### config.mk
export PLATFORM = sky130hd
export DESIGN_NAME = serial_card_block_and_select
export DESIGN_NICKNAME = d
export VERILOG_FILES = /design/src/logic/sc_sel_pkg.sv /design/src/logic/serial_card_block_and_select.sv /design/src/logic/sync2.sv
export SDC_FILE = /design/constraint.sdc
export NUM_CORES = 1
export LEC_CHECK = 0
export ABC_CLOCK_PERIOD_IN_PS = 11070
export BUFFER_PORTS_ARGS = -buffer_cell sky130_fd_sc_hd__clkbuf_2
export CAP_MARGIN = 25
export CELL_PAD_IN_SITES_DETAIL_PLACEMENT = 1
export CELL_PAD_IN_SITES_GLOBAL_PLACEMENT = 1
export CORE_MARGIN = 10
export CORE_UTILIZATION = 36
export DETAILED_ROUTE_END_ITERATION = 7
export GPL_ROUTABILITY_DRIVEN = 1
export PLACE_DENSITY_LB_ADDON = 0.1
export REMOVE_ABC_BUFFERS = 1
export SLEW_MARGIN = 25
export SYNTH_ARGS = -nofsm -noshare
export SYNTH_HDL_FRONTEND = slang
export SYNTH_SLANG_ARGS = --single-unit
export TNS_END_PERCENT = 5
### constraint.sdc
create_clock -name I_MCLK -period 11.07 [get_ports I_MCLK]
set_input_delay 1.6605 -clock I_MCLK [delete_from_list [all_inputs] [get_ports I_MCLK]]
set_output_delay 1.6605 -clock I_MCLK [all_outputs]
set_load 0.05 [all_outputs]
### src/logic/sc_sel_pkg.sv
package sc_sel_pkg;
    // Register byte offsets
    localparam logic [4:0] OFS_CTRL     = 5'h00;
    localparam logic [4:0] OFS_ETU      = 5'h04;
    localparam logic [4:0] OFS_TXDATA   = 5'h08;
    localparam logic [4:0] OFS_STATUS   = 5'h0c;
    localparam logic [4:0] OFS_RXDATA   = 5'h10;
    localparam logic [4:0] OFS_IRQ_STAT = 5'h14;
    localparam logic [4:0] OFS_IRQ_CLR  = 5'h18;
    localparam logic [4:0] OFS_IRQ_EN   = 5'h1c;
    // Control fields
    localparam int CTRL_SYNC_MODE = 0;
    localparam int CTRL_CLK_EN    = 1;
    localparam int CTRL_CLK_LEVEL = 2;
    localparam int CTRL_BLOCK     = 6;
    localparam int CTRL_GSM       = 7;
    // Status fields
    localparam int STAT_TX_EMPTY = 0;
    localparam int STAT_TX_END   = 1;
    localparam int STAT_SELECTED = 2;
    localparam int STAT_BUSY     = 3;
    // Interrupt event bits
    localparam int EV_TX_IRQ = 0;
    localparam int EV_ERR = 1;
    localparam int EV_RX  = 2;
    localparam int EV_NUM = 3;
    // Reset values
    localparam logic [15:0] ETU_HALF_RESET = 16'h00ba;
    localparam logic [7:0]  CTRL_RESET     = 8'h00;
    // Frame timing in etu, counted as half etu steps
    localparam real END_NORMAL_ETU  = 12.5;
    localparam real END_BLOCK_ETU   = 11.5;
    localparam real END_GSM_ETU     = 11.0;
    localparam real ERR_SAMPLE_ETU  = 11.0;
    localparam real FRAME_BITS_ETU  = 10.0;
    localparam logic [4:0] END_NORMAL_HALF  = 5'(int'(END_NORMAL_ETU * 2.0));
    localparam logic [4:0] END_BLOCK_HALF   = 5'(int'(END_BLOCK_ETU * 2.0));
    localparam logic [4:0] END_GSM_HALF     = 5'(int'(END_GSM_ETU * 2.0));
    localparam logic [4:0] ERR_SAMPLE_HALF  = 5'(int'(ERR_SAMPLE_ETU * 2.0));
    localparam logic [4:0] FRAME_BITS_HALF  = 5'(int'(FRAME_BITS_ETU * 2.0));
    // Card clock half period in device clocks
    localparam int CARD_CLK_HALF = 2;
    localparam logic [2:0] SYNC_LAST_BIT = 3'h7;
endpackage

### src/logic/serial_card_block_and_select.sv
`timescale 1ns/1ps
// What this block does
// - Outside block transfer the transmit interrupt event comes from the transmit-end flag.
// - Normal mode sets the transmit-end flag at 12.5 etu, or 11.0 etu with GSM timing.
// - Block transfer sends no error signal, detects none and never retransmits.
// - Block transfer takes the transmit interrupt event from the data-empty flag.
// - Block transfer sets the transmit-end flag at 11.5 etu, or 11.0 etu with GSM timing.
// - A deselected slave floats its transmit output and holds its serial clock high.
// - In sync mode (control bit 0) a low select input selects the slave and transfer starts at once.
// - Control bit 7 picks GSM timing, which also allows a fixed card clock level.
// - Control bit 6 picks block transfer, clear means normal smart card operation.
module serial_card_block_and_select (
    input  wire logic        I_MCLK,
    input  wire logic        I_RESET,
    input  wire logic        I_WB_CYC,
    input  wire logic        I_WB_STB,
    input  wire logic        I_WB_WE,
    input  wire logic [3:0]  I_WB_SEL,
    input  wire logic [4:0]  I_WB_ADR,
    input  wire logic [31:0] I_WB_DAT,
    output logic      [31:0] O_WB_DAT,
    output logic             O_WB_ACK,
    input  wire logic        I_CARD_IO_IN,
    output logic             O_CARD_IO_OUT,
    output logic             O_CARD_IO_OE,
    output logic             O_CARD_CLK,
    input  wire logic        I_SERIAL_CLK,
    input  wire logic        I_SERIAL_RX_IN,
    input  wire logic        I_SELECT_DETECT_N,
    output logic             O_SERIAL_TX_OUT,
    output logic             O_SERIAL_TX_OE,
    output logic             O_INTERNAL_SERIAL_CLK,
    output logic             O_IRQ
);
    typedef enum logic [1:0] {
        ST_IDLE  = 2'b00,
        ST_FRAME = 2'b01,
        ST_RETRY = 2'b10
    } tx_state_t;

    // ****************************************
    // Pin synchronisers
    // ****************************************
    logic [3:0] pins_s;
    sync2 #(.WIDTH(4), .INIT(4'hf)) u_pins (
        .i_clk   (I_MCLK),
        .i_reset (I_RESET),
        .i_async ({I_CARD_IO_IN, I_SERIAL_CLK, I_SERIAL_RX_IN, I_SELECT_DETECT_N}),
        .o_sync  (pins_s)
    );
    wire card_io_s = pins_s[3];
    wire sck_s     = pins_s[2];
    wire rx_s      = pins_s[1];
    wire sel_n_s   = pins_s[0];

    // ****************************************
    // Wishbone slave
    // ****************************************
    logic [7:0]          ctrl_r;
    logic [15:0]         etu_half_r;
    logic [7:0]          hold_r;
    logic [7:0]          rx_data_r;
    logic                transmit_data_empty_flag_r;
    logic                transmit_end_flag_r;
    logic [sc_sel_pkg::EV_NUM-1:0] irq_stat_r;
    logic [sc_sel_pkg::EV_NUM-1:0] irq_en_r;
    logic [sc_sel_pkg::EV_NUM-1:0] ev;
    logic                ack_r;
    logic [31:0]         dat_r;
    tx_state_t           state_r;

    wire wb_req   = I_WB_CYC & I_WB_STB;
    wire wb_wr    = wb_req & ack_r & I_WB_WE & I_WB_SEL[0];
    wire wr_ctrl  = wb_wr & (I_WB_ADR == sc_sel_pkg::OFS_CTRL);
    wire wr_etu   = wb_wr & (I_WB_ADR == sc_sel_pkg::OFS_ETU);
    wire wr_tx    = wb_wr & (I_WB_ADR == sc_sel_pkg::OFS_TXDATA);
    wire wr_clr   = wb_wr & (I_WB_ADR == sc_sel_pkg::OFS_IRQ_CLR);
    wire wr_en    = wb_wr & (I_WB_ADR == sc_sel_pkg::OFS_IRQ_EN);
    wire wr_etu_hi = wr_etu & I_WB_SEL[1];

    wire gsm      = ctrl_r[sc_sel_pkg::CTRL_GSM];
    wire block_transfer_select = ctrl_r[sc_sel_pkg::CTRL_BLOCK];
    wire sync_md  = ctrl_r[sc_sel_pkg::CTRL_SYNC_MODE];
    wire selected = sync_md & ~sel_n_s;
    wire busy     = state_r != ST_IDLE;

    wire [7:0] status_w = {4'h0, busy, selected, transmit_end_flag_r, transmit_data_empty_flag_r};
    wire [31:0] rd_mux =
        (I_WB_ADR == sc_sel_pkg::OFS_CTRL)     ? {24'h0, ctrl_r} :
        (I_WB_ADR == sc_sel_pkg::OFS_ETU)      ? {16'h0, etu_half_r} :
        (I_WB_ADR == sc_sel_pkg::OFS_TXDATA)   ? {24'h0, hold_r} :
        (I_WB_ADR == sc_sel_pkg::OFS_STATUS)   ? {24'h0, status_w} :
        (I_WB_ADR == sc_sel_pkg::OFS_RXDATA)   ? {24'h0, rx_data_r} :
        (I_WB_ADR == sc_sel_pkg::OFS_IRQ_STAT) ? {29'h0, irq_stat_r} :
        (I_WB_ADR == sc_sel_pkg::OFS_IRQ_EN)   ? {29'h0, irq_en_r} : 32'h0;

    // One wait state; unmapped addresses ack and read zero
    always_ff @(posedge I_MCLK)
    begin
        if (I_RESET)
        begin
            ack_r <= 1'b0;
            dat_r <= 32'h0;
        end
        else
        begin
            ack_r <= wb_req & ~ack_r;
            dat_r <= rd_mux;
        end
    end
    assign O_WB_ACK = ack_r;
    assign O_WB_DAT = dat_r;

    always_ff @(posedge I_MCLK)
    begin
        if (I_RESET)
        begin
            ctrl_r     <= sc_sel_pkg::CTRL_RESET;
            etu_half_r <= sc_sel_pkg::ETU_HALF_RESET;
            irq_en_r   <= '0;
        end
        else
        begin
            if (wr_ctrl)
                ctrl_r <= I_WB_DAT[7:0];
            if (wr_etu)
                etu_half_r[7:0] <= I_WB_DAT[7:0];
            if (wr_etu_hi)
                etu_half_r[15:8] <= I_WB_DAT[15:8];
            if (wr_en)
                irq_en_r <= I_WB_DAT[sc_sel_pkg::EV_NUM-1:0];
        end
    end

    // ****************************************
    // Smart card transmitter
    // ****************************************
    logic [15:0] half_cnt_r;
    logic [4:0]  half_idx_r;
    logic [9:0]  frame_r;
    logic        err_seen_r;

    wire in_frame  = state_r == ST_FRAME;
    // Zero rate would stall the frame, so treat it as one
    wire [15:0] half_top = (etu_half_r == 16'h0) ? 16'h0 : etu_half_r - 16'h1;
    wire half_tick = in_frame & (half_cnt_r == half_top);
    wire [4:0] idx_nxt = half_idx_r + 5'h1;
    wire [4:0] tx_end_half = gsm ? sc_sel_pkg::END_GSM_HALF :
                             block_transfer_select ? sc_sel_pkg::END_BLOCK_HALF :
                                                     sc_sel_pkg::END_NORMAL_HALF;
    // Card drives low at the sample point to flag a parity error
    wire err_now   = half_tick & ~block_transfer_select
                     & (idx_nxt == sc_sel_pkg::ERR_SAMPLE_HALF) & ~card_io_s;
    wire frame_end = half_tick & (idx_nxt == tx_end_half);
    wire retry     = frame_end & ~block_transfer_select & (err_seen_r | err_now);
    wire tx_end_set = frame_end & ~retry;
    wire load_sc   = ~sync_md & ~transmit_data_empty_flag_r & (state_r == ST_IDLE);
    wire data_bit  = frame_r[half_idx_r[4:1]];
    wire drive_lo  = in_frame & (half_idx_r < sc_sel_pkg::FRAME_BITS_HALF) & ~data_bit;

    always_ff @(posedge I_MCLK)
    begin
        if (I_RESET)
        begin
            state_r    <= ST_IDLE;
            half_cnt_r <= 16'h0;
            half_idx_r <= 5'h0;
            frame_r    <= 10'h3ff;
            err_seen_r <= 1'b0;
        end
        else
        begin
            case (state_r)
                ST_IDLE:
                begin
                    if (load_sc)
                    begin
                        state_r    <= ST_FRAME;
                        frame_r    <= {^hold_r, hold_r, 1'b0};
                        half_cnt_r <= 16'h0;
                        half_idx_r <= 5'h0;
                        err_seen_r <= 1'b0;
                    end
                end
                ST_FRAME:
                begin
                    half_cnt_r <= half_tick ? 16'h0 : half_cnt_r + 16'h1;
                    if (half_tick)
                        half_idx_r <= idx_nxt;
                    if (err_now)
                        err_seen_r <= 1'b1;
                    if (retry)
                        state_r <= ST_RETRY;
                    else if (frame_end)
                        state_r <= ST_IDLE;
                end
                ST_RETRY:
                begin
                    // Wait for the card to release its error pulse
                    if (card_io_s)
                    begin
                        state_r    <= ST_FRAME;
                        half_cnt_r <= 16'h0;
                        half_idx_r <= 5'h0;
                        err_seen_r <= 1'b0;
                    end
                end
                default:
                    state_r <= ST_IDLE;
            endcase
        end
    end
    assign O_CARD_IO_OUT = 1'b0;
    assign O_CARD_IO_OE  = drive_lo;

    // ****************************************
    // Card clock output
    // ****************************************
    logic [7:0] clk_div_r;
    logic       card_clk_r;
    wire clk_en    = ctrl_r[sc_sel_pkg::CTRL_CLK_EN];
    wire clk_fixed = gsm & ctrl_r[sc_sel_pkg::CTRL_CLK_LEVEL];
    always_ff @(posedge I_MCLK)
    begin
        if (I_RESET)
        begin
            clk_div_r  <= 8'h0;
            card_clk_r <= 1'b0;
        end
        else if (clk_div_r == 8'(sc_sel_pkg::CARD_CLK_HALF - 1))
        begin
            clk_div_r  <= 8'h0;
            card_clk_r <= clk_en ? ~card_clk_r : clk_fixed;
        end
        else
            clk_div_r <= clk_div_r + 8'h1;
    end
    assign O_CARD_CLK = card_clk_r;

    // ****************************************
    // Clocked synchronous slave with select
    // ****************************************
    logic       isck_d_r;
    logic [2:0] bit_cnt_r;
    logic [7:0] sync_tx_r;
    logic [7:0] sync_rx_r;
    logic       sel_d_r;

    wire isck      = selected ? sck_s : 1'b1;
    wire sck_rise  = selected & isck & ~isck_d_r;
    wire sck_fall  = selected & ~isck & isck_d_r;
    wire sel_start = selected & ~sel_d_r;
    wire byte_done = sck_rise & (bit_cnt_r == sc_sel_pkg::SYNC_LAST_BIT);
    wire load_sync = sel_start | byte_done;

    always_ff @(posedge I_MCLK)
    begin
        if (I_RESET)
        begin
            isck_d_r  <= 1'b1;
            sel_d_r   <= 1'b0;
            bit_cnt_r <= 3'h0;
            sync_tx_r <= 8'hff;
            sync_rx_r <= 8'h0;
        end
        else
        begin
            isck_d_r <= isck;
            sel_d_r  <= selected;
            if (!selected)
                bit_cnt_r <= 3'h0;
            else if (sck_rise)
            begin
                bit_cnt_r <= bit_cnt_r + 3'h1;
                sync_rx_r <= {rx_s, sync_rx_r[7:1]};
            end
            if (load_sync)
                sync_tx_r <= hold_r;
            else if (sck_fall && bit_cnt_r != 3'h0)
                sync_tx_r <= {1'b1, sync_tx_r[7:1]};
        end
    end
    assign O_SERIAL_TX_OUT       = sync_tx_r[0];
    assign O_SERIAL_TX_OE        = selected;
    assign O_INTERNAL_SERIAL_CLK = isck;

    // ****************************************
    // Shared holding register and flags
    // ****************************************
    wire load_any = load_sc | load_sync;
    always_ff @(posedge I_MCLK)
    begin
        if (I_RESET)
        begin
            hold_r    <= 8'hff;
            transmit_data_empty_flag_r <= 1'b1;
            transmit_end_flag_r        <= 1'b1;
            rx_data_r <= 8'h0;
        end
        else
        begin
            if (wr_tx)
                hold_r <= I_WB_DAT[7:0];
            transmit_data_empty_flag_r <= wr_tx    ? 1'b0 :
                                          load_any ? 1'b1 : transmit_data_empty_flag_r;
            transmit_end_flag_r <= tx_end_set ? 1'b1 :
                                   wr_tx      ? 1'b0 : transmit_end_flag_r;
            if (byte_done)
                rx_data_r <= {rx_s, sync_rx_r[7:1]};
        end
    end

    // ****************************************
    // Interrupts
    // ****************************************
    // Block mode signals when the holding register empties
    assign ev[sc_sel_pkg::EV_TX_IRQ] = block_transfer_select ? load_sc : tx_end_set;
    assign ev[sc_sel_pkg::EV_ERR] = err_now;
    assign ev[sc_sel_pkg::EV_RX]  = byte_done;
    wire [sc_sel_pkg::EV_NUM-1:0] clr_bits =
        wr_clr ? I_WB_DAT[sc_sel_pkg::EV_NUM-1:0] : '0;
    always_ff @(posedge I_MCLK)
    begin
        if (I_RESET)
            irq_stat_r <= '0;
        else
            irq_stat_r <= (irq_stat_r & ~clr_bits) | ev;
    end
    assign O_IRQ = |(irq_stat_r & irq_en_r);

    // ****************************************
    // Assertions
    // ****************************************
    a_irq_from_end: assert property (@(posedge I_MCLK) disable iff (I_RESET)
        ($rose(transmit_end_flag_r) && !$past(block_transfer_select))
        |-> irq_stat_r[sc_sel_pkg::EV_TX_IRQ])
        else $error("transmit interrupt not raised by transmit end");
    a_end_time: assert property (@(posedge I_MCLK) disable iff (I_RESET)
        (tx_end_set && !block_transfer_select) |-> (idx_nxt == (gsm ? 5'd22 : 5'd25)))
        else $error("normal transmit end at wrong etu");
    a_block_no_err: assert property (@(posedge I_MCLK) disable iff (I_RESET)
        block_transfer_select |-> (!err_now && !retry))
        else $error("block mode checked for error signal");
    a_irq_from_empty: assert property (@(posedge I_MCLK) disable iff (I_RESET)
        (block_transfer_select && load_sc)
        |=> (irq_stat_r[sc_sel_pkg::EV_TX_IRQ] && transmit_data_empty_flag_r))
        else $error("block transmit interrupt not raised by data empty");
    a_block_end_time: assert property (@(posedge I_MCLK) disable iff (I_RESET)
        (tx_end_set && block_transfer_select) |-> (idx_nxt == (gsm ? 5'd22 : 5'd23)))
        else $error("block transmit end at wrong etu");
    a_desel_hiz: assert property (@(posedge I_MCLK) disable iff (I_RESET)
        sel_n_s |-> (!O_SERIAL_TX_OE && O_INTERNAL_SERIAL_CLK && bit_cnt_r == 3'h0 ##1 1'b1))
        else $error("deselected slave still active");
    a_sel_start: assert property (@(posedge I_MCLK) disable iff (I_RESET)
        (sync_md && $fell(sel_n_s)) |-> O_SERIAL_TX_OE ##1 (sync_tx_r == $past(hold_r)))
        else $error("selected slave did not start");
    a_ctrl_bits: assert property (@(posedge I_MCLK) disable iff (I_RESET)
        wr_ctrl |=> (gsm == $past(I_WB_DAT[7]) && block_transfer_select == $past(I_WB_DAT[6])))
        else $error("control bits misplaced");
    a_etu_step: assert property (@(posedge I_MCLK) disable iff (I_RESET)
        (in_frame && half_tick && etu_half_r == 16'h8 && !frame_end)
        |-> ##1 (!half_tick)[*7] ##1 half_tick)
        else $error("half etu step wrong length");
endmodule

### src/logic/sync2.sv
`timescale 1ns/1ps
// Two-stage synchroniser, one lane per bit
module sync2 #(
    parameter int WIDTH = 1,
    parameter logic [WIDTH-1:0] INIT = '1
) (
    input  wire logic             i_clk,
    input  wire logic             i_reset,
    input  wire logic [WIDTH-1:0] i_async,
    output logic      [WIDTH-1:0] o_sync
);
    genvar b;
    generate
        for (b = 0; b < WIDTH; b++)
        begin : g_lane
            logic meta_r;
            logic sync_r;
            always_ff @(posedge i_clk)
            begin
                if (i_reset)
                begin
                    meta_r <= INIT[b];
                    sync_r <= INIT[b];
                end
                else
                begin
                    meta_r <= i_async[b];
                    sync_r <= meta_r;
                end
            end
            assign o_sync[b] = sync_r;
        end
    endgenerate
endmodule

==> reports/metrics.cfg <==
[global_routing]
antenna_found_initial = 0
globalRouteTotalUtil_pct = 15.8
grt_pass1_vias = 6043
grt_pass1_wl_mm = 31.2
grt_max_degree = 66
gr-total-overflow = 0

[sta]
worst_pin_slew_ns = 0.775
setup_viol = 0
relSlewSlack_pct = 48.3
finalHoldViolCount = 0
timing.setup.tns_ns = 0
skew_ns = 0.00887
slew_violations = 0
fin_crit_sh_pct = 36.0
fin_crit_ns = 3.98
grt_setup_unrepaired = false
max_freq_mhz = 251

[power]
p_leak_nw = 2.89
p_per_area_mw_per_mm2 = 149
ir_worst_vdd_uv = 112

[cells_and_area]
nets = 899
diodes = 0
drive_gt1_share_pct = 14.1
layout_commonest_cell = dfxtp_1
final_core_util_pct = 42.2
final_cell_mix = 136 x dfxtp_1, 125 x nand2_1, 72 x nor2_1, 59 x a21oi_1, 53 x clkbuf_2
syn2layout_area_growth_pct = 14.4

[route]
drtIter0Drc = 316
remaining_drc_errors = 0
vias = 5744
viasPerCell = 5.31
ant_nets = 0
wl_per_cell_um = 17.5
routed_wl_mm = 19.0
dr.pass1.iters = 4

[worst_hold_path]
min_path_type = flop to flop

[critical_path]
cp-end-kind = flop
worst-endpoint-required_ns = 11.34
crit_path_top_delay_cell = or4_4
cp.arrival_ns = 4.26
path_cells = or4_4, nor4_2, xor3_1, or4b_1, o311a_1, or3b_4, o31ai_4, o2bb2ai_1
crit_type = flop to flop
critical-path-top-delay-family = simple AND/OR/NAND/NOR gates
critPathMaxFanout = 19
startpoint_type = flop
max_stage_delay_ns = 0.66
path_buf_inv = 0

[clock_network]
ctsHoldBuffers = 0
htreeDepth = 4
clk_latency_ns = 0.42
cts_root_buf = clkbuf_16
post_cts_resized = 0
postCtsSetupBuffers = 0
cts.clk_slew.worst_paths_ns = 0.06
cts_buffer_depth = 2
cts.sinks = 136
cts_buffers = 17
cts_tree = built

[floorplanning]
die_area_sq_mm = 0.0244
boundaryPins = 90
initial_core_util_pct = 36.9
core_area_sq_mm = 0.0181
die-height_um = 156
die_x_um = 156
rows = 49

[synthesis]
yosysWarnings = 0
synth_cells = 812
synthFlopType = dfxtp_1
ys_top_cells_by_area = dfxtp_1 41%, nand2_1 7.0%, a21oi_1 4.4%
synth-seq-cells = 136
synth_edf_count = 0
synth_area_leader_cell = dfxtp_1
synth_top_area_share_pct = 40.7
yosysUniqueCellTypes = 69
async_flop_share_pct = 0
yosysSeqAreaShare_pct = 40.7
syn_avg_cell_area_sq_um = 8.24
netlist_area_sq_mm = 0.00669

[place]
finalWeightedCongestion = 0.813
hpwl_mm = 14.1
portBuffers = 54

[flow_run]
drv_cap = 0

[outcome]
status = completed

==> report_power, final <==
part	leakage, nW	switching (mW)	internal (mW)
Sequential	1.10	0.00275	0.493
Clock	0.305	0.225	0.379
Combinational	1.49	0.0337	0.0110
Total	2.89	0.261	0.883
==> synth_stat cells, types with 10 or more instances <==
master and instances:
clkbuf_1 40, mux2i_1 15, and2_1 13, nor2_1 72, buf_4 17, inv_1 21, dfxtp_1 136, xor2_1 18
o21ai_0 14, nand3_1 44, nor3_1 19, xnor2_1 28, nor4_1 13, a21oi_1 59, nand3b_1 22, nand2_1 125
a22oi_1 10, or2_2 11
==> cells by family (layout without fill, tap and decap cells) <==
| logic type | count (synthesis) | count (layout) | share of synthesized area, % |
|---|---|---|---|
| other | 1 | 17 | 0.0560 |
| multiplexers | 18 | 18 | 3.08 |
| AO/OA/AOI/OAI | 135 | 135 | 13.3 |
| XOR/XNOR | 47 | 47 | 6.37 |
| buffers and inverters | 89 | 114 | 6.45 |
| AND/OR/NAND/NOR | 377 | 377 | 28.4 |
| flip-flops | 136 | 136 | 40.7 |
| adder cells (fa/ha/maj) | 9 | 9 | 1.68 |
==> worst register-to-register path: stages (launching register included) <==
cell and delay [ns]:
dfxtp_1 0.43, or4_4 0.67, nor4_2 0.44, xor3_1 0.29, or4b_1 0.52, o311a_1 0.25
or3b_4 0.43, o31ai_4 0.64, o2bb2ai_1 0.16
==> state kept, by name (all words and copies together) (netlist names), 2 cells and up <==
name / flops
rx_data_r: 8
state_r: 2
clk_div_r: 8
bit_cnt_r: 3
sync_rx_r: 7
etu_half_r: 16
u_pins.g_lane.sync_r: 4
u_pins.g_lane.meta_r: 4
half_idx_r: 5
frame_r: 10
hold_r: 8
sync_tx_r: 8
irq_stat_r: 3
irq_en_r: 3
half_cnt_r: 16
O_WB_DAT: 16
ctrl_r: 8
==> final timing paths <==
path / start / endpoint / slack [ns] / cells past startpoint
max: etu_half_r[6] / half_idx_r[4] / 7.09 / 8
min: u_pins.g_lane[1].meta_r / u_pins.g_lane[1].sync_r / 0.41 / 1
max reg2reg: etu_half_r[6] / half_idx_r[4] / 7.09 / 8
min reg2reg: u_pins.g_lane[1].meta_r / u_pins.g_lane[1].sync_r / 0.41 / 1
==> through the flow <==
stage | hold WS (ns) | setup slack, ns | cells | instance area, sq um | power, mW
6_report | 0.410 | 7.09 | 1082 | 7660 | 1.14
3_5_place_dp | 0.402 | 6.98 | 1050 | 7020 | 0.551
4_1_cts | 0.411 | 7.03 | 1082 | 7650 | 1.16
5_1_grt | 0.428 | 6.83 | 1082 | 7660 | 1.18
2_1_floorplan | 0.389 | 7.45 | 760 | 6400 | 0.532
3_3_place_gp | 0.392 | 7.02 | 1050 | 7020 | 0.550
==> routing by layer <==
layer | vias up | GRT usage (%) | routed length [um]
li1 | 2835 | - | -
met4 | 0 | 4.81 | 193
met2 | 82 | 25.9 | 8930
met5 | - | 0 | 0
met3 | 16 | 3.54 | 830
met1 | 2811 | 20.3 | 9020
==> layout make-up <==
| cell class | count | area (sq um) |
|---|---|---|
| timing repair buffer | 61 | 325 |
| clock buffer | 18 | 429 |
| clock inverter | 14 | 199 |
| fill | 2139 | 10500 |
| tap | 229 | 287 |
| multi-input combinational | 603 | 3620 |
| inverter | 21 | 78.8 |
| sequential | 136 | 2720 |
Power figures use the tool's default switching activity.
